File: src/verilog/uefl_params.svh
// offsets, field positions, reset values and counts of the event/format block
`ifndef UEFL_PARAMS_SVH
`define UEFL_PARAMS_SVH
// ======================================================================
// byte addresses on the register bus
`define UEFL_OFS_EVT 8'h08
`define UEFL_OFS_LINE 8'h0c
`define UEFL_OFS_EXT 8'h10
`define UEFL_OFS_STAT 8'h14
// ======================================================================
// fifo control fields
`define UEFL_FC_EN 0
`define UEFL_FC_RXCLR 1
`define UEFL_FC_TXCLR 2
`define UEFL_FC_TXTH 5:4
`define UEFL_FC_RXTH 7:6
// line format fields
`define UEFL_LF_LEN 1:0
`define UEFL_LF_STB 2
`define UEFL_LF_PEN 3
`define UEFL_LF_EPS 4
`define UEFL_LF_FORCED_PARITY 5
`define UEFL_LF_GATE 7
// extended control one field
`define UEFL_XC_SEL 0
// ======================================================================
// reset values
`define UEFL_RST_BYTE 8'h00
`define UEFL_RST_LEVEL 5'h00
`define UEFL_RST_CNT 6'h00
// ======================================================================
// fifo thresholds, codes 00 to 11
`define UEFL_TXTH0 5'h01
`define UEFL_TXTH1 5'h03
`define UEFL_TXTH2 5'h09
`define UEFL_TXTH3 5'h0d
`define UEFL_RXTH0 5'h01
`define UEFL_RXTH1 5'h04
`define UEFL_RXTH2 5'h08
`define UEFL_RXTH3 5'h0e
// ======================================================================
// time-out: start + 5 data + 1 stop bit times, scaled by character count
`define UEFL_FRAME_MIN 4'h7
`define UEFL_TO_SHIFT 2
`endif

File: src/verilog/uefl_pkg.sv
// types shared by the event, fifo control and line format block
package uefl_pkg;
  // legacy prioritised event codes, bits 3:0 of the event register
  typedef enum logic [3:0] {
    UEFL_EV_NONE = 4'h1,
    UEFL_EV_LINE = 4'h6,
    UEFL_EV_RXDATA = 4'h4,
    UEFL_EV_RXTIMEOUT = 4'hc,
    UEFL_EV_TXLOW = 4'h2,
    UEFL_EV_MODEM = 4'h0
  } uefl_evcode_t;
  // parity bit kind handed to transmitter and receiver
  typedef enum logic [2:0] {
    UEFL_PAR_NONE = 3'h0,
    UEFL_PAR_ODD = 3'h1,
    UEFL_PAR_EVEN = 3'h2,
    UEFL_PAR_ONE = 3'h3,
    UEFL_PAR_ZERO = 3'h4
  } uefl_parity_t;
  // transmit stop length; the receiver always checks one
  typedef enum logic [1:0] {
    UEFL_STOP_ONE = 2'h0,
    UEFL_STOP_HALF = 2'h1,
    UEFL_STOP_TWO = 2'h2
  } uefl_stop_t;
endpackage

File: src/verilog/uefl_core.sv
// event identification, fifo control and line format registers, apb slave
// ======================================================================
// Overview of operation
// legacy bits 2:1 give top pending priority
// legacy bit 3 set only for top timeout
// legacy bits 7:6 mirror fifo enable
// code 0001 idle, 0110 line error top
// code 0100 for receive data level
// code 1100 after four idle character times
// code 0010 transmit empty, cleared by read/write
// code 0000 for modem change, lowest
// extended mode shows each source separately; here the time-out shares bit 0 with receive data
// extended bit 0 receive data event
// extended bit 1 transmit low level event
// extended bit 2 line error event
// extended bit 3 modem change event
// extended bit 5 transmitter all empty
// fifo control write-only, bit 0 enables
// bits 1,2 self-clearing fifo clears
// transmit threshold 1,3,9,13 in extended mode
// receive threshold 1,4,8,14
// shared address: gate bit protects format
// bits 1:0 select 5 to 8 data bits
// stop bits: one, 1.5 or two
// bit 3 parity on, bit 4 even
// bit 5 forces parity to constant
// extended select bit, legacy after reset
// timeout counter restarts on fifo traffic
//
// The implementer's own choices: the APB slave port and the register addresses.
`timescale 1ns/1ps
`include "uefl_params.svh"

module uefl_core (
  // clock and reset
  input wire logic pclk,
  input wire logic presetn,
  // apb slave
  input wire logic psel,
  input wire logic penable,
  input wire logic pwrite,
  input wire logic [7:0] paddr,
  input wire logic [31:0] pwdata,
  output logic [31:0] prdata_q,
  output logic pready_q,
  output logic pslverr_q,
  // state of the rest of the controller
  input wire logic [4:0] rx_level,
  input wire logic [4:0] tx_level,
  input wire logic rhr_full,
  input wire logic thr_empty,
  input wire logic tx_all_empty,
  input wire logic overrun_err,
  input wire logic char_err,
  input wire logic [3:0] modem_delta,
  input wire logic rx_push,
  input wire logic rx_pop,
  input wire logic tx_push,
  input wire logic baud_tick,
  // control to the rest of the controller
  output logic fifo_on_q,
  output logic rx_clear_q,
  output logic tx_clear_q,
  output logic extended_q,
  output logic [7:0] bank_q,
  output logic [1:0] char_len_q,
  output uefl_pkg::uefl_stop_t stop_code_q,
  output uefl_pkg::uefl_parity_t parity_kind_q
);

  // ======================================================================
  // threshold decode, shared by both directions
  function automatic logic [4:0] thr_of(input logic [1:0] code,
                                        input logic is_rx);
    logic [4:0] v;
    case (code)
      2'h1: v = is_rx ? `UEFL_RXTH1 : `UEFL_TXTH1;
      2'h2: v = is_rx ? `UEFL_RXTH2 : `UEFL_TXTH2;
      2'h3: v = is_rx ? `UEFL_RXTH3 : `UEFL_TXTH3;
      default: v = is_rx ? `UEFL_RXTH0 : `UEFL_TXTH0;
    endcase
    return v;
  endfunction

  // ======================================================================
  // declarations
  logic [7:0] fc_q; // stored fifo control, clear bits kept zero
  logic [7:0] lcr_q; // line format
  logic [5:0] to_cnt_q; // bit times since last fifo traffic
  logic rx_to_q; // receive time-out pending
  logic tx_low_q; // legacy transmit-empty event latch
  logic txe_prev_q; // previous transmit-empty condition
  logic done, wr_done, rd_done; // apb access completes this edge
  logic hit; // address is mapped
  logic [4:0] rx_thr, tx_thr; // decoded thresholds
  logic rx_hi, tx_lo_ext, line_ev, modem_ev, txe_cond, txe_rise;
  logic [3:0] frame_bits; // bit times per character
  logic [5:0] to_limit; // bit times per four characters
  logic [7:0] evt_val; // event register read value
  logic [31:0] rd_mux;
  uefl_pkg::uefl_evcode_t code;

  // ======================================================================
  // apb decode
  // one wait state: pready rises in the second access cycle, so read
  // data is captured from a settled mux and side effects land once
  assign done = psel & penable & pready_q;
  assign wr_done = done & pwrite;
  assign rd_done = done & ~pwrite;
  assign hit = (paddr == `UEFL_OFS_EVT) || (paddr == `UEFL_OFS_LINE) ||
               (paddr == `UEFL_OFS_EXT) || (paddr == `UEFL_OFS_STAT);

  // read mux; the line address reads back the bank selector
  always_comb begin
    rd_mux = 32'h0;
    case (paddr)
      `UEFL_OFS_EVT: rd_mux = {24'h0, evt_val};
      `UEFL_OFS_LINE: rd_mux = {24'h0, bank_q};
      `UEFL_OFS_EXT: rd_mux = {31'h0, extended_q};
      `UEFL_OFS_STAT: rd_mux = {14'h0, tx_low_q, rx_to_q, fc_q, lcr_q};
      default: rd_mux = 32'h0;
    endcase
  end

  // handshake and answer
  always_ff @(posedge pclk or negedge presetn) begin
    if (!presetn) begin
      pready_q <= 1'b0;
      pslverr_q <= 1'b0;
      prdata_q <= 32'h0;
    end else begin
      pready_q <= psel & penable & ~pready_q;
      // unmapped addresses answer with an error and change nothing
      pslverr_q <= psel & penable & ~pready_q & ~hit;
      if (psel & penable & ~pready_q & ~pwrite) begin
        prdata_q <= rd_mux;
      end else if (done) begin
        prdata_q <= 32'h0;
      end
    end
  end

  // ======================================================================
  // fifo control and enable; reads here return events, never fc_q
  always_ff @(posedge pclk or negedge presetn) begin
    if (!presetn) begin
      fc_q <= `UEFL_RST_BYTE;
      fifo_on_q <= 1'b0;
    end else if (wr_done && paddr == `UEFL_OFS_EVT) begin
      fc_q <= {pwdata[7:4], 3'h0, pwdata[`UEFL_FC_EN]};
      fifo_on_q <= pwdata[`UEFL_FC_EN];
    end
  end

  // one-cycle clear pulses; writing enable 0 empties both fifos
  always_ff @(posedge pclk or negedge presetn) begin
    if (!presetn) begin
      rx_clear_q <= 1'b0;
      tx_clear_q <= 1'b0;
    end else begin
      rx_clear_q <= wr_done && paddr == `UEFL_OFS_EVT &&
                    (pwdata[`UEFL_FC_RXCLR] || !pwdata[`UEFL_FC_EN]);
      tx_clear_q <= wr_done && paddr == `UEFL_OFS_EVT &&
                    (pwdata[`UEFL_FC_TXCLR] || !pwdata[`UEFL_FC_EN]);
    end
  end

  // thresholds; the transmit one only matters in extended mode
  assign rx_thr = thr_of(fc_q[`UEFL_FC_RXTH], 1'b1);
  assign tx_thr = thr_of(fc_q[`UEFL_FC_TXTH], 1'b0);

  // ======================================================================
  // line format and bank selector share one address
  always_ff @(posedge pclk or negedge presetn) begin
    if (!presetn) begin
      bank_q <= `UEFL_RST_BYTE;
      lcr_q <= `UEFL_RST_BYTE;
    end else if (wr_done && paddr == `UEFL_OFS_LINE) begin
      bank_q <= pwdata[7:0];
      // gate set: format stays put while other banks are reached
      if (!pwdata[`UEFL_LF_GATE]) begin
        lcr_q <= pwdata[7:0];
      end
    end
  end

  // decoded format, one cycle behind the stored byte
  always_ff @(posedge pclk or negedge presetn) begin
    if (!presetn) begin
      char_len_q <= 2'h0;
      stop_code_q <= uefl_pkg::UEFL_STOP_ONE;
    end else begin
      char_len_q <= lcr_q[`UEFL_LF_LEN];
      if (!lcr_q[`UEFL_LF_STB]) begin
        stop_code_q <= uefl_pkg::UEFL_STOP_ONE;
      end else if (lcr_q[`UEFL_LF_LEN] == 2'h0) begin
        stop_code_q <= uefl_pkg::UEFL_STOP_HALF;
      end else begin
        stop_code_q <= uefl_pkg::UEFL_STOP_TWO;
      end
    end
  end

  // parity kind for transmitter generation and receiver checking
  always_ff @(posedge pclk or negedge presetn) begin
    if (!presetn) begin
      parity_kind_q <= uefl_pkg::UEFL_PAR_NONE;
    end else if (!lcr_q[`UEFL_LF_PEN]) begin
      parity_kind_q <= uefl_pkg::UEFL_PAR_NONE;
    end else if (lcr_q[`UEFL_LF_FORCED_PARITY]) begin
      // forced parity: even select inverts the constant
      parity_kind_q <= lcr_q[`UEFL_LF_EPS] ? uefl_pkg::UEFL_PAR_ZERO :
                       uefl_pkg::UEFL_PAR_ONE;
    end else begin
      parity_kind_q <= lcr_q[`UEFL_LF_EPS] ? uefl_pkg::UEFL_PAR_EVEN :
                       uefl_pkg::UEFL_PAR_ODD;
    end
  end

  // ======================================================================
  // extended select; legacy after reset
  always_ff @(posedge pclk or negedge presetn) begin
    if (!presetn) begin
      extended_q <= 1'b0;
    end else if (wr_done && paddr == `UEFL_OFS_EXT) begin
      extended_q <= pwdata[`UEFL_XC_SEL];
    end
  end

  // ======================================================================
  // receive time-out; 1.5 stop bits counts as two, so the time-out
  // errs on the late side rather than firing mid-character
  assign frame_bits = `UEFL_FRAME_MIN + {2'h0, lcr_q[`UEFL_LF_LEN]} +
                      {3'h0, lcr_q[`UEFL_LF_PEN]} +
                      {3'h0, lcr_q[`UEFL_LF_STB]};
  assign to_limit = {frame_bits, 2'h0} << (`UEFL_TO_SHIFT - 2);

  // bit-time counter, restarted by any receive fifo traffic
  always_ff @(posedge pclk or negedge presetn) begin
    if (!presetn) begin
      to_cnt_q <= `UEFL_RST_CNT;
    end else if (rx_push || rx_pop || rx_clear_q ||
                 rx_level == `UEFL_RST_LEVEL) begin
      to_cnt_q <= `UEFL_RST_CNT;
    end else if (baud_tick && to_cnt_q != to_limit) begin
      to_cnt_q <= to_cnt_q + 6'h01;
    end
  end

  // time-out flag; a data read clears it, fifo traffic restarts it
  always_ff @(posedge pclk or negedge presetn) begin
    if (!presetn) begin
      rx_to_q <= 1'b0;
    end else if (rx_push || rx_pop || rx_clear_q || !fifo_on_q ||
                 (wr_done && paddr == `UEFL_OFS_EVT &&
                  !pwdata[`UEFL_FC_EN])) begin
      // the enable-off write drops it at once: bit 3 dies with fifos
      rx_to_q <= 1'b0;
    end else if (to_cnt_q == to_limit && rx_level != `UEFL_RST_LEVEL) begin
      rx_to_q <= 1'b1;
    end
  end

  // ======================================================================
  // source conditions
  assign rx_hi = fifo_on_q ? (rx_level >= rx_thr) : rhr_full;
  assign tx_lo_ext = fifo_on_q ? (tx_level < tx_thr) : thr_empty;
  // char_err is for the character at the fifo bottom; overrun is live
  assign line_ev = overrun_err | char_err;
  assign modem_ev = |modem_delta;
  assign txe_cond = fifo_on_q ? (tx_level == `UEFL_RST_LEVEL) : thr_empty;
  assign txe_rise = txe_cond & ~txe_prev_q;

  // edge memory for the transmit-empty latch
  always_ff @(posedge pclk or negedge presetn) begin
    if (!presetn) begin
      txe_prev_q <= 1'b1; // no false edge from an idle empty flag
    end else begin
      txe_prev_q <= txe_cond;
    end
  end

  // legacy transmit event; a new empty edge wins over a clear
  always_ff @(posedge pclk or negedge presetn) begin
    if (!presetn) begin
      tx_low_q <= 1'b0;
    end else if (txe_rise) begin
      tx_low_q <= 1'b1;
    end else if (tx_push || (rd_done && paddr == `UEFL_OFS_EVT &&
                 !extended_q && code == uefl_pkg::UEFL_EV_TXLOW)) begin
      tx_low_q <= 1'b0;
    end
  end

  // ======================================================================
  // legacy priority encoder
  always_comb begin
    if (line_ev) begin
      code = uefl_pkg::UEFL_EV_LINE;
    end else if (rx_to_q) begin
      code = uefl_pkg::UEFL_EV_RXTIMEOUT;
    end else if (rx_hi) begin
      code = uefl_pkg::UEFL_EV_RXDATA;
    end else if (tx_low_q) begin
      code = uefl_pkg::UEFL_EV_TXLOW;
    end else if (modem_ev) begin
      code = uefl_pkg::UEFL_EV_MODEM;
    end else begin
      code = uefl_pkg::UEFL_EV_NONE;
    end
  end

  // event register: prioritised code or one flag per source, time-out sharing the receive data flag
  always_comb begin
    if (extended_q) begin
      // flags ignore the interrupt enables
      evt_val = {2'h0, tx_all_empty, 1'b0, modem_ev, line_ev,
                 tx_lo_ext, rx_hi | rx_to_q};
    end else begin
      evt_val = {fifo_on_q, fifo_on_q, 2'h0, code};
    end
  end
endmodule

File: config.mk
export PLATFORM = sky130hd
export DESIGN_NAME = uefl_core
export DESIGN_NICKNAME = d
export VERILOG_FILES = /design/src/verilog/uefl_pkg.sv /design/src/verilog/uefl_core.sv
export VERILOG_INCLUDE_DIRS = /design/src /design/src/verilog
export SDC_FILE = /design/constraint.sdc
export NUM_CORES = 1
export LEC_CHECK = 0
export ABC_AREA = 1
export CAP_MARGIN = 20
export CORE_MARGIN = 3
export CORE_UTILIZATION = 50
export CTS_CLUSTER_SIZE = 16
export DETAILED_ROUTE_END_ITERATION = 10
export DONT_BUFFER_PORTS = 1
export PLACE_DENSITY = 0.65
export SLEW_MARGIN = 20
export SYNTH_ARGS = -nofsm -noshare
export SYNTH_HDL_FRONTEND = slang
export SYNTH_SLANG_ARGS = --single-unit
File: constraint.sdc
create_clock -name pclk -period 2.5 [get_ports pclk]
set_input_delay 0.25 -clock pclk [delete_from_list [all_inputs] [get_ports pclk]]
set_output_delay 0.25 -clock pclk [all_outputs]
set_load 0.005 [all_outputs]
## Yosys cells after proc, flatten, opt, wreduce, memory -nomap -nowiden

Cells that the tools add are included.

| operators by class | value |
|---|---|
| add/sub/neg operators | 4 |
| $mul | 0 |
| divide/modulo/power cells | 0 |
| magnitude comparators | 2 |
| equal/unequal tests | 13 |
| shifts and indexed selects | 0 |
| multiplexer cells | 26 |
| bitwise gates (word level) | 15 |
| reduce and logical (&&, ||, !) cells | 35 |

Operators by type and width:

| kind | count |
|---|---|
| 18-bit one-hot mux with 4 select lines | 1 |
| 32-bit 2-to-1 mux | 2 |
| 4-bit one-hot mux with 3 select lines | 2 |
| 8-bit by 4-bit equality test with 1-bit output, second input constant | 2 |
| 8-bit by 5-bit equality test with 1-bit output, second input constant | 2 |
| 3-bit 2-to-1 mux | 4 |
| 6-bit 2-to-1 mux | 2 |
| 1-bit logical AND | 11 |
| 1-bit logical OR | 11 |
| 5-bit zero test | 2 |
| 4-bit by 1-bit adder with 4-bit output | 2 |
| 1-bit bitwise AND | 8 |
| 2-bit equality test, second input constant | 4 |
| 1-bit 2-to-1 mux | 8 |
| 2-bit 2-to-1 mux | 4 |
| 4-bit 2-to-1 mux | 2 |
| 8-bit 2-to-1 mux | 1 |
| 2-bit nonzero test | 4 |
| 6-bit by 1-bit adder with 6-bit output, second input constant | 1 |
| 6-bit equality test | 1 |
| 6-bit inequality test | 1 |
| 5-bit greater-or-equal comparator | 1 |
| 5-bit < comparator | 1 |
| 1-bit NOT | 5 |
| 9 further kinds | 13 |

| word-level totals | value |
|---|---|
| bits in registers | 74 |
| latch bits | 0 |
| RAM bits | 0 |
| bits in read-only memories | 0 |
| input bits | 68 |
| output and inout bits | 53 |
| logic and storage cells | 112 |
| memories kept | 0 |

## Logic depth before layout (Yosys ltp)

Gate-level depths: netlist of the first run.

| depth | value |
|---|---|
| depth in word-level cells | 12 |
| gate-level depth with buffers | 14 |

## Worst setup path after synthesis of the first run

Ideal clock, no wire load.

| timing | value |
|---|---|
| kind | reg2reg |
| start point | reg lcr_q[0] |
| end point | reg to_cnt_q[0] |
| library setup time | 0.120 ns |
| arrival | 2.079 ns |
| setup slack | 0.301 ns |
| cell stages (with the launch flop) | 13 |
| cells stage by stage | dfrtp_1 inv_1 ha_1 inv_1 ha_1 fa_1 xnor2_1 and3_1 nand3_1 nand2_2 clkinv_2 nor2_1 nor2_1 |

| between the ends | value |
|---|---|
| word-level cells in the longest chain between the ends | 6 |

Ends and longest elaborated chain:

| element | RTL line | source |
|---|---|---|
| start: declaration | uefl_core.sv:88 | `logic [7:0] lcr_q;` |
| start signal: assignment | uefl_core.sv:177 | `` lcr_q <= `UEFL_RST_BYTE; `` |
| start signal: assignment | uefl_core.sv:182 | `lcr_q <= pwdata[7:0];` |
| 3-bit by 2-bit adder with 4-bit output (no source line) | -- |  |
| 4-bit by 1-bit adder with 4-bit output (no source line) (2 in a row) | -- |  |
| 6-bit inequality test | uefl_core.sv:245 | `end else if (baud_tick && to_cnt_q != to_limit) begin` |
| 1-bit logical AND | uefl_core.sv:245 |  |
| 2-bit nonzero test (no source line) | -- |  |
| end signal: assignment | uefl_core.sv:241 | `` to_cnt_q <= `UEFL_RST_CNT; `` |
| end signal: assignment | uefl_core.sv:244 | `` to_cnt_q <= `UEFL_RST_CNT; `` |
| end signal: assignment | uefl_core.sv:246 | `to_cnt_q <= to_cnt_q + 6'h01;` |
| end: declaration | uefl_core.sv:89 | `logic [5:0] to_cnt_q;` |

No other way between the ends.
A chain may end at the register's enable or synchronous reset.

## Final worst setup path of the first run

| timing | value |
|---|---|
| start point | reg lcr_q[3] |
| end point | reg to_cnt_q[0] |

| between the ends | value |
|---|---|
| word-level cells in the longest chain between the ends | 5 |

Ends and longest elaborated chain:

| element | RTL line |
|---|---|
| 4-bit by 1-bit adder with 4-bit output (no source line) (2 in a row) | -- |
| 6-bit inequality test | uefl_core.sv:245 |
| 1-bit logical AND | uefl_core.sv:245 |
| 2-bit nonzero test (no source line) | -- |

No other way between the ends.

==> flow_summary.json, run 1 <==
{
  "outcome": "completed",
  "fmax_mhz": 416,
  "ios": 121,
  "chipHeight_um": 85.6,
  "hp-class": "in -> reg",
  "die_w_um": 85.6,
  "setup_viol": 0,
  "async_reset_ff_share_pct": 100,
  "drive_gt1_share_pct": 12.6,
  "synth_compound_area_share_pct": 10.2,
  "hold_slack_ns": 0.0189,
  "gp_congestion": 0.836,
  "grt_pass1_vias": 2276,
  "syn_to_final_growth_pct": 5.33,
  "cts_buffers": 5,
  "drcViolationCount": 0,
  "vias": 2355,
  "final_cell_mix": "97 x nand2_1, 55 x dfrtp_1, 50 x inv_1, 25 x nand3_1, 24 x nor2_1",
  "fin_nets": 472,
  "fin_util_pct": 55.4,
  "p_leak_uw": 0.00169,
  "coreArea_um2": 6030,
  "worstPathMaxFanout": 5,
  "grt_pass1_wl_um": 11000,
  "grt_max_degree": 57,
  "crit_required_ns": 2.75,
  "grt_remaining_overflow": 0,
  "finClkSkew_ns": 0.0147,
  "synth_cell_types": 38,
  "drtAntennaViolNets": 0,
  "initial_utilization_pct": 52.6,
  "finalPower_uw": 1550,
  "wl_um": 6740,
  "viasPerCell": 5.06,
  "setup_ws_ns": 0.0965,
  "r2r_setup_slack_ns": 0.1,
  "irDropWorstVdd_mv": 0.232,
  "ys_ff_latch": 56,
  "place_ws_ns": 0.101,
  "htreeDepth": 2,
  "cts_root_buffer": "clkbuf_8",
  "cts_tree": "done",
  "timing.final.crit_period_ns": 2.40,
  "drv_cap": 0,
  "num_antenna_cells": 0,
  "first_pass_iters": 4,
  "path_clk_slew_ns": 0.11,
  "synth.area.mux_share_pct": 0,
  "drt_iter0_markers": 122,
  "ys_seq_area_share_pct": 44.2,
  "synth_top_family_by_area": "simple AND/OR/NAND/NOR gates",
  "arrival_ns": 2.65,
  "port-buffer-count": 0,
  "worstHoldPathCells": 1,
  "finalCritPeriodShare_pct": 96.1,
  "endpoint_kind": "register",
  "worstSetupStartpointType": "register",
  "criticalPathCategory": "reg -> reg",
  "num-fill-cells": 579,
  "postSynthAreaPerCell_um2": 8.32,
  "cp_cell_sequence": "inv_2 > ha_1 > inv_1 > ha_1 > fa_1 > xnor2_2 > xor2_1 > nand3_2 > nand2_4 > buf_4 > o21ai_0 > nor2_1",
  "synth_ff_type": "dfrtp_1",
  "hold_path_end": "tx_clear_q$_DFF_PN0_",
  "reg2reg_from": "lcr_q[3]$_DFFE_PN0P_",
  "r2r-end": "to_cnt_q[0]$_DFFE_PN0P_",
  "power_density_nw_per_um2": 465,
  "cp_slowest_cell": "dfrtp_1",
  "critPathMaxStageDelay_ns": 0.41,
  "rows": 28,
  "hold_viol_final": 0,
  "fp.dieArea_um2": 7340,
  "synth_xor_area_share_pct": 2.49,
  "wl_per_cell_um": 14.5,
  "synth-edff-count": 0,
  "synthSimpleGateAreaFrac_pct": 24.9,
  "synth.cell_area_um2": 3170,
  "synth_fa_ha_area_share_pct": 6.15,
  "clk_latency_ns": 0.32,
  "yosysWarnings": 0,
  "clock_sinks": 56,
  "clockBufferDepth": 2,
  "mostFrequentLayoutCell": "nand2_1",
  "place.detailed.hpwl_um": 5060,
  "reg2reg_depth": 12,
  "syn_inst": 381,
  "min_from": "pwdata[0]",
  "cp_common_cell": "ha_1",
  "antenna_found_initial": 0,
  "report.final.slew_viol_count": 0,
  "grt_usage_pct": 19.0
}
[worst max path at each step]
| stage | start | to | slack (ns) | cells after the start |
|---|---|---|---|---|
| after CTS | lcr_q[0]$_DFFE_PN0P_ | to_cnt_q[0]$_DFFE_PN0P_ | 0.06 | 12 |
| final | lcr_q[3]$_DFFE_PN0P_ | to_cnt_q[0]$_DFFE_PN0P_ | 0.1 | 12 |
| after global placement | lcr_q[0]$_DFFE_PN0P_ | to_cnt_q[0]$_DFFE_PN0P_ | 0.10 | 12 |
| after floorplan | lcr_q[0]$_DFFE_PN0P_ | to_cnt_q[0]$_DFFE_PN0P_ | 0.30 | 12 |
| after detailed placement | lcr_q[0]$_DFFE_PN0P_ | to_cnt_q[0]$_DFFE_PN0P_ | 0.10 | 12 |
| after global routing | lcr_q[3]$_DFFE_PN0P_ | to_cnt_q[0]$_DFFE_PN0P_ | -0.05 | 12 |
[final cells by class]
class	count	area (µm²)	area share [%]
clock buffer	5	68.8	2.06
tap	75	93.8	2.81
timing repair buffer	6	67.6	2.02
clock inverter	3	25.0	0.749
inverter	55	214	6.40
multi-input combinational	265	1470	44.0
sequential	56	1400	42.0
[Yosys cell counts (2+ instances only)]
| cell | instances | share of area [%] |
|---|---|---|
| nand3_1 | 26 | 4.1 |
| nor3_2 | 2 | 0.63 |
| nor2_4 | 2 | 0.71 |
| xnor2_1 | 5 | 1.4 |
| inv_4 | 2 | 0.39 |
| xor2_1 | 4 | 1.1 |
| nand4_1 | 4 | 0.79 |
| dfrtp_1 | 55 | 43 |
| o21ai_1 | 7 | 1.1 |
| o21ai_2 | 14 | 3.9 |
| nand2_1 | 97 | 11 |
| nor3_1 | 6 | 0.95 |
| nand3b_1 | 2 | 0.47 |
| buf_4 | 17 | 4.0 |
| inv_1 | 51 | 6.0 |
| o21ai_0 | 16 | 2.5 |
| nor2_1 | 24 | 2.8 |
| nand2_2 | 5 | 0.99 |
| a21oi_1 | 6 | 0.95 |
| ha_1 | 14 | 5.5 |
| nor2_2 | 3 | 0.59 |
| buf_6 | 3 | 1.1 |
[critical path: cells and delay by family (launching register included)]
kind	cells	cell delay, ns
AO/OA/AOI/OAI	1	0.07
XOR/XNOR	2	0.38
adder cells (fa/ha/maj)	3	0.87
buffers and inverters	3	0.22
flip-flops	1	0.41
AND/OR/NAND/NOR	3	0.38
[sequential cells by signal, summed over array words and instances, names as in the netlist]
| signal | count |
|---|---|
| rx_to_q | 1 |
| parity_kind_q | 3 |
| to_cnt_q | 6 |
| prdata_q | 15 |
| extended_q | 1 |
| pready_q | 1 |
| pslverr_q | 1 |
| fc_q | 5 |
| lcr_q | 7 |
| txe_prev_q | 1 |
| bank_q | 8 |
| tx_clear_q | 1 |
| stop_code_q | 2 |
| rx_clear_q | 1 |
| tx_low_q | 1 |
| char_len_q | 2 |
[metal layers]
| layer | wire length, µm | global-route usage [%] |
|---|---|---|
| met3 | 464 | 6.44 |
| met2 | 3150 | 29.9 |
| met5 | 0 | 0 |
| met1 | 2990 | 24.8 |
| met4 | 133 | 6.33 |
[what timing repair did]
action | CTS | global route
buffers inserted | 0 | 4
hold endpoints to repair | 56 | 0
setup endpoints to repair | 0 | 6
gates resized for setup | 0 | 5
hold buffers | 2 | 0
[kinds of logic (layout without fill, tap and decap cells)]
family,count (synthesis),count (layout)
compound gates,48,48
xor+xnor,9,9
fa+ha+maj,15,15
buf+inv,76,69
flops,56,56
other cells,1,17
simple gates,176,176
[metrics by stage]
step | cell area [µm²] | instances | TNS [ns]
global placement | 3160 | 451 | 0
global route | 3340 | 465 | -0.0591
detailed placement | 3160 | 451 | 0
finish | 3340 | 465 | 0
floorplan | 3230 | 397 | 0
CTS | 3290 | 461 | 0
[power breakdown]
group | switching, µW | internal (µW)
Clock | 320 | 205
Sequential | 5.32 | 911
Combinational | 78.8 | 32.2
Total | 404 | 1150
No activity file was read; power rests on OpenSTA's default activity.
==> inputs of run 2 (changes only) <==
--- a/config.mk
+++ b/config.mk
@@ -8,6 +8,7 @@
 export LEC_CHECK = 0
 export ABC_AREA = 1
 export CAP_MARGIN = 20
+export CORE_ASPECT_RATIO = 2
 export CORE_MARGIN = 3
 export CORE_UTILIZATION = 50
 export CTS_CLUSTER_SIZE = 16
==> run 2 against run 1 <==
- cell count grew 2.6%
- sequential share of layout area decreased by 1.0 points
- register-to-register slack better by 0.05 ns
==> flow_summary.json, run 2 (synthesis gave the netlist of run 1 again) <==
{
  "outcome": "completed",
  "fin_nets": 475,
  "worstSetupStartpointType": "register",
  "drive_gt1_share_pct": 12.7,
  "irDropWorstVdd_mv": 0.392,
  "finalCritPeriodShare_pct": 94.2,
  "power_density_nw_per_um2": 509,
  "viasPerCell": 5.09,
  "final_cell_count_no_fill": 477,
  "grt-busiest-layer": "met2",
  "chipHeight_um": 119,
  "p_switching_uw": 424,
  "dpl.cell_count": 461,
  "wl_um": 7280,
  "fmax_mhz": 425,
  "fp.dieArea_um2": 7390,
  "crit_required_ns": 2.74,
  "finalPower_uw": 1740,
  "path_clk_slew_ns": 0.07,
  "clockBufferDepth": 2,
  "place.detailed.hpwl_um": 5770,
  "grt_use_met2_pct": 39.2,
  "vias": 2429,
  "arrival_ns": 2.59,
  "gp_congestion": 0.889,
  "hp-class": "in -> reg",
  "combPwrFrac_pct": 6.4,
  "coreArea_um2": 6060,
  "power_frac_seq_pct": 52.6,
  "die_w_um": 62.3,
  "report.final.slew_viol_count": 0,
  "worstPathMaxFanout": 6,
  "first_pass_iters": 4,
  "grt_remaining_overflow": 0,
  "largestRegisters": "prdata_q: 15 flops, bank_q: 8 flops, lcr_q: 7 flops",
  "critPathBufInv": 3,
  "fin_util_pct": 56.5,
  "grt_max_degree": 57,
  "clock_sinks": 56,
  "num_antenna_cells": 0,
  "port-buffer-count": 0,
  "cp_top_family": "adder cells",
  "timing.final.crit_period_ns": 2.36,
  "power.internal_uw": 1320,
  "drcViolationCount": 0,
  "grt_use_met1_pct": 21.4,
  "criticalPathCategory": "reg -> reg",
  "htreeDepth": 2,
  "antenna_found_initial": 0,
  "mostFrequentLayoutCell": "nand2_1",
  "grt_pass1_vias": 2503,
  "cts_root_buffer": "clkbuf_16",
  "wl_per_cell_um": 15.3,
  "drtAntennaViolNets": 0,
  "grt_pass1_wl_um": 12200,
  "finClkSkew_ns": 0.00932,
  "top_register": "prdata_q",
  "drt_iter0_markers": 112,
  "clkPwrFrac_pct": 40.9,
  "finalSetupTns_ns": 0,
  "clk_latency_ns": 0.30,
  "gr-usage-met3_pct": 5.13,
  "cts_buffers": 5,
  "final_cell_mix": "97 x nand2_1, 55 x dfrtp_1, 51 x inv_1, 25 x nand3_1, 24 x nor2_1",
  "rows": 40,
  "grt_usage_pct": 21.2,
  "cts_tree": "done",
  "ios": 121,
  "cp_cell_sequence": "inv_1 > ha_1 > inv_1 > ha_1 > fa_1 > xnor2_1 > and3_1 > nand3_2 > nand2_4 > buf_4 > o21ai_1 > nor2_1",
  "drv_cap": 0,
  "critPathMaxStageDelay_ns": 0.54,
  "endpoint_kind": "register",
  "p_leak_uw": 0.00173,
  "switching_share_pct": 24.3,
  "largest_register_ffs": 15,
  "setup_viol": 0,
  "syn_to_final_growth_pct": 7.89,
  "cp_slowest_cell": "fa_1",
  "initial_utilization_pct": 52.4,
  "hold_viol_final": 0
}
run 2: per-layer routing:
metal / wire length (µm) / part of all wire [%] / up-vias
li1: - / - / 1194
met1: 2500 / 34 / 1118
met2: 4050 / 56 / 93
met3: 432 / 5.9 / 24
met4: 301 / 4.1 / 0
met5: 0 / 0 / -
run 2: what timing repair did:
item,in CTS,in global routing
resized for setup,0,4
hold endpoints to repair,56,0
hold buffers,2,0
buffers inserted,0,6
endpoints found under the setup margin,0,6
run 2: area by class of cell:
type / count / area, µm²
Tap cell: 84 / 105
Inverter: 55 / 214
Clock buffer: 5 / 125
Fill cell: 586 / 2630
Timing Repair Buffer: 9 / 90.1
Sequential cell: 56 / 1400
Multi-Input combinational cell: 265 / 1460
Clock inverter: 3 / 23.8
run 2: path summary, 6_finish.rpt:
check / startpoint / end / slack [ns] / cells past startpoint
worst min-delay path: pwdata[0] / tx_clear_q$_DFF_PN0_ / 0.02 / 1
worst min register to register: lcr_q[1]$_DFFE_PN0P_ / char_len_q[1]$_DFF_PN0_ / 0.48 / 0
worst max register to register: lcr_q[3]$_DFFE_PN0P_ / to_cnt_q[0]$_DFFE_PN0P_ / 0.14 / 12
worst max-delay path: lcr_q[3]$_DFFE_PN0P_ / to_cnt_q[0]$_DFFE_PN0P_ / 0.14 / 12
max in group asynchronous: presetn / txe_prev_q$_DFF_PN1_ / 1.76 / 2
min in group asynchronous: presetn / prdata_q[14]$_DFFE_PN0P_ / 0.46 / 2
run 2: metrics by stage:
stage | cell area, µm² | hold slack [ns] | worst slack, ns
2_1_floorplan | 3230 | -0.0456 | 0.301
3_3_place_gp | 3180 | -0.0440 | 0.0969
3_5_place_dp | 3180 | -0.0443 | 0.0796
4_1_cts | 3370 | 0.0171 | 0.0573
5_1_grt | 3420 | 0.0233 | -0.00591
6_report | 3420 | 0.0188 | 0.144
run 2: power groups by stage:
stage          Sequential, µW  Clock [µW]  Combinational [µW]
2_1_floorplan             933           0                89.1
3_3_place_gp              934           0                81.6
3_5_place_dp              934           0                84.1
4_1_cts                   916         725                 110
5_1_grt                   917         765                 132
6_report                  916         712                 112
run 2: worst reg2reg max path, delay by kind of cell (launching register included):
family | cells | cell delay, ns
buffers and inverters | 3 | 0.23
adders and majority gates | 3 | 1.02
DFF | 1 | 0.37
AOI/OAI and AO/OA | 1 | 0.05
xor gates and xnor gates | 1 | 0.12
and+or+nand+nor | 4 | 0.51
==> inputs of run 3 (changes only) <==
--- a/config.mk
+++ b/config.mk
@@ -14,7 +14,6 @@
 export CTS_CLUSTER_SIZE = 16
 export DETAILED_ROUTE_END_ITERATION = 10
 export DONT_BUFFER_PORTS = 1
-export PLACE_DENSITY = 0.65
 export SLEW_MARGIN = 20
 export SYNTH_ARGS = -nofsm -noshare
 export SYNTH_HDL_FRONTEND = slang
==> constraint.sdc (replaced) <==
create_clock -name pclk -period 3 [get_ports pclk]
set_input_delay 0.3 -clock pclk [delete_from_list [all_inputs] [get_ports pclk]]
set_output_delay 0.3 -clock pclk [all_outputs]
set_load 0.005 [all_outputs]
==> run 3 against run 2 <==
- total power fell by 17%
- flip-flop and latch count did not move
- die area is the same
- highest routed layer unchanged
==> flow_summary.json, run 3 (synthesis gave the netlist of run 1 again) <==
{
  "crit_required_ns": 3.19,
  "viasPerCell": 5.04,
  "wl_per_cell_um": 15.0,
  "grt_max_degree": 57,
  "timing.final.crit_period_ns": 2.45,
  "vias": 2364,
  "cts_tree": "done",
  "ff_latch_area_um2": 1400,
  "fmax_mhz": 408,
  "p_leak_uw": 0.00170,
  "num-fill-cells": 581,
  "setup_viol": 0,
  "grt_remaining_overflow": 0,
  "cts_buffers": 5,
  "finClkSkew_ns": 0.00767,
  "top_register": "prdata_q",
  "drive_gt1_share_pct": 10.6,
  "final_cell_count_no_fill": 469,
  "fp.dieArea_um2": 7390,
  "postCtsSetupRepairBufs": 0,
  "die_w_um": 62.3,
  "largestRegisters": "prdata_q: 15 flops, bank_q: 8 flops, lcr_q: 7 flops",
  "finalCritPeriodShare_pct": 81.6,
  "syn_to_final_growth_pct": 5.84,
  "path_clk_slew_ns": 0.07,
  "drt_iter0_markers": 150,
  "ios": 121,
  "drv_cap": 0,
  "mostFrequentLayoutCell": "nand2_1",
  "coreArea_um2": 6060,
  "hp-class": "in -> reg",
  "outcome": "completed",
  "grt_pass1_vias": 2299,
  "worstSetupStartpointType": "register",
  "first_pass_iters": 4,
  "largest_register_ffs": 15,
  "drcViolationCount": 0,
  "cts_root_buffer": "clkbuf_16",
  "antenna_found_initial": 0,
  "grt_pass1_wl_um": 11500,
  "clk_latency_ns": 0.30,
  "clockBufferDepth": 2,
  "irDropWorstVdd_mv": 0.466,
  "finalSetupTns_ns": 0,
  "place.detailed.hpwl_um": 5500,
  "gp_congestion": 0.899,
  "clock_sinks": 56,
  "wl_um": 7030,
  "grt_usage_pct": 20.0,
  "drtAntennaViolNets": 0,
  "arrival_ns": 2.64,
  "power_density_nw_per_um2": 430,
  "num_antenna_cells": 0,
  "fin_nets": 468,
  "dpl.cell_count": 460,
  "rows": 40,
  "report.final.slew_viol_count": 0,
  "initial_utilization_pct": 52.4,
  "port-buffer-count": 0,
  "chipHeight_um": 119,
  "endpoint_kind": "register",
  "hold_viol_final": 0,
  "final_cell_mix": "97 x nand2_1, 55 x dfrtp_1, 51 x inv_1, 26 x nand3_1, 24 x nor2_1",
  "post_cts_resized": 0,
  "htreeDepth": 2,
  "worstPathMaxFanout": 7,
  "criticalPathCategory": "reg -> reg",
  "finalPower_uw": 1440,
  "cts_hold_repair.buffers": 2,
  "hold_slack_ns": 0.127,
  "multiInputGateArea_um2": 1450,
  "rsz0062_at_grt": "false"
}
-- run 3: final timing paths --
check                                     start                 endpoint  slack, ns  depth (start not counted)
setup / recovery           lcr_q[0]$_DFFE_PN0P_  to_cnt_q[3]$_DFFE_PN0P_       0.55                         12
hold / removal                        pwdata[0]     rx_clear_q$_DFF_PN0_       0.13                          1
min in group asynchronous               presetn      rx_to_q$_DFFE_PN0P_       0.54                          2
hold reg to reg            lcr_q[1]$_DFFE_PN0P_  char_len_q[1]$_DFF_PN0_       0.44                          0
max in group asynchronous               presetn     txe_prev_q$_DFF_PN1_       2.19                          2
setup reg to reg           lcr_q[0]$_DFFE_PN0P_  to_cnt_q[3]$_DFFE_PN0P_       0.55                         12
-- run 3: worst max-delay path: stages (launching register included) --
cell,delay [ns]
dfrtp_1,0.39
inv_1,0.09
ha_1,0.28
inv_1,0.04
ha_1,0.20
fa_1,0.51
xnor2_1,0.11
and3_1,0.16
nand3_1,0.11
nand2_2,0.16
clkinv_2,0.13
nand3b_1,0.11
nand2_1,0.05
-- run 3: per-layer routing --
metal | GRT usage [%] | wire length, µm | up-vias
met1 | 21.7 | 2580 | 1109
met5 | 0 | 0 | -
met3 | 4.85 | 398 | 6
met4 | 7.05 | 102 | 0
met2 | 37.1 | 3950 | 63
li1 | - | - | 1186
-- run 3: cell type report --
| class | instances | share of cell area (%) |
|---|---|---|
| clock inverters | 1 | 0.261 |
| inverters | 55 | 6.34 |
| repair buffers | 2 | 1.12 |
| multi-input cells | 265 | 43.2 |
| well taps | 84 | 3.13 |
| clock buffers | 6 | 4.14 |
| flip-flops and latches | 56 | 41.8 |
-- run 3: power breakdown --
| group | internal (µW) | total (µW) | switching (µW) |
|---|---|---|---|
| sequential | 759 | 764 | 4.80 |
| clock | 329 | 589 | 259 |
| combinational | 24.7 | 90.2 | 65.5 |
| total | 1110 | 1440 | 330 |
-- run 3: through the flow --
step,utilization [%],area [µm²],setup WS (ns)
floorplan,-,3230,0.801
global placement,52.4,3170,0.560
detailed placement,52.4,3170,0.568
CTS,55.4,3360,0.541
global route,55.4,3360,0.357
finish,55.4,3360,0.552
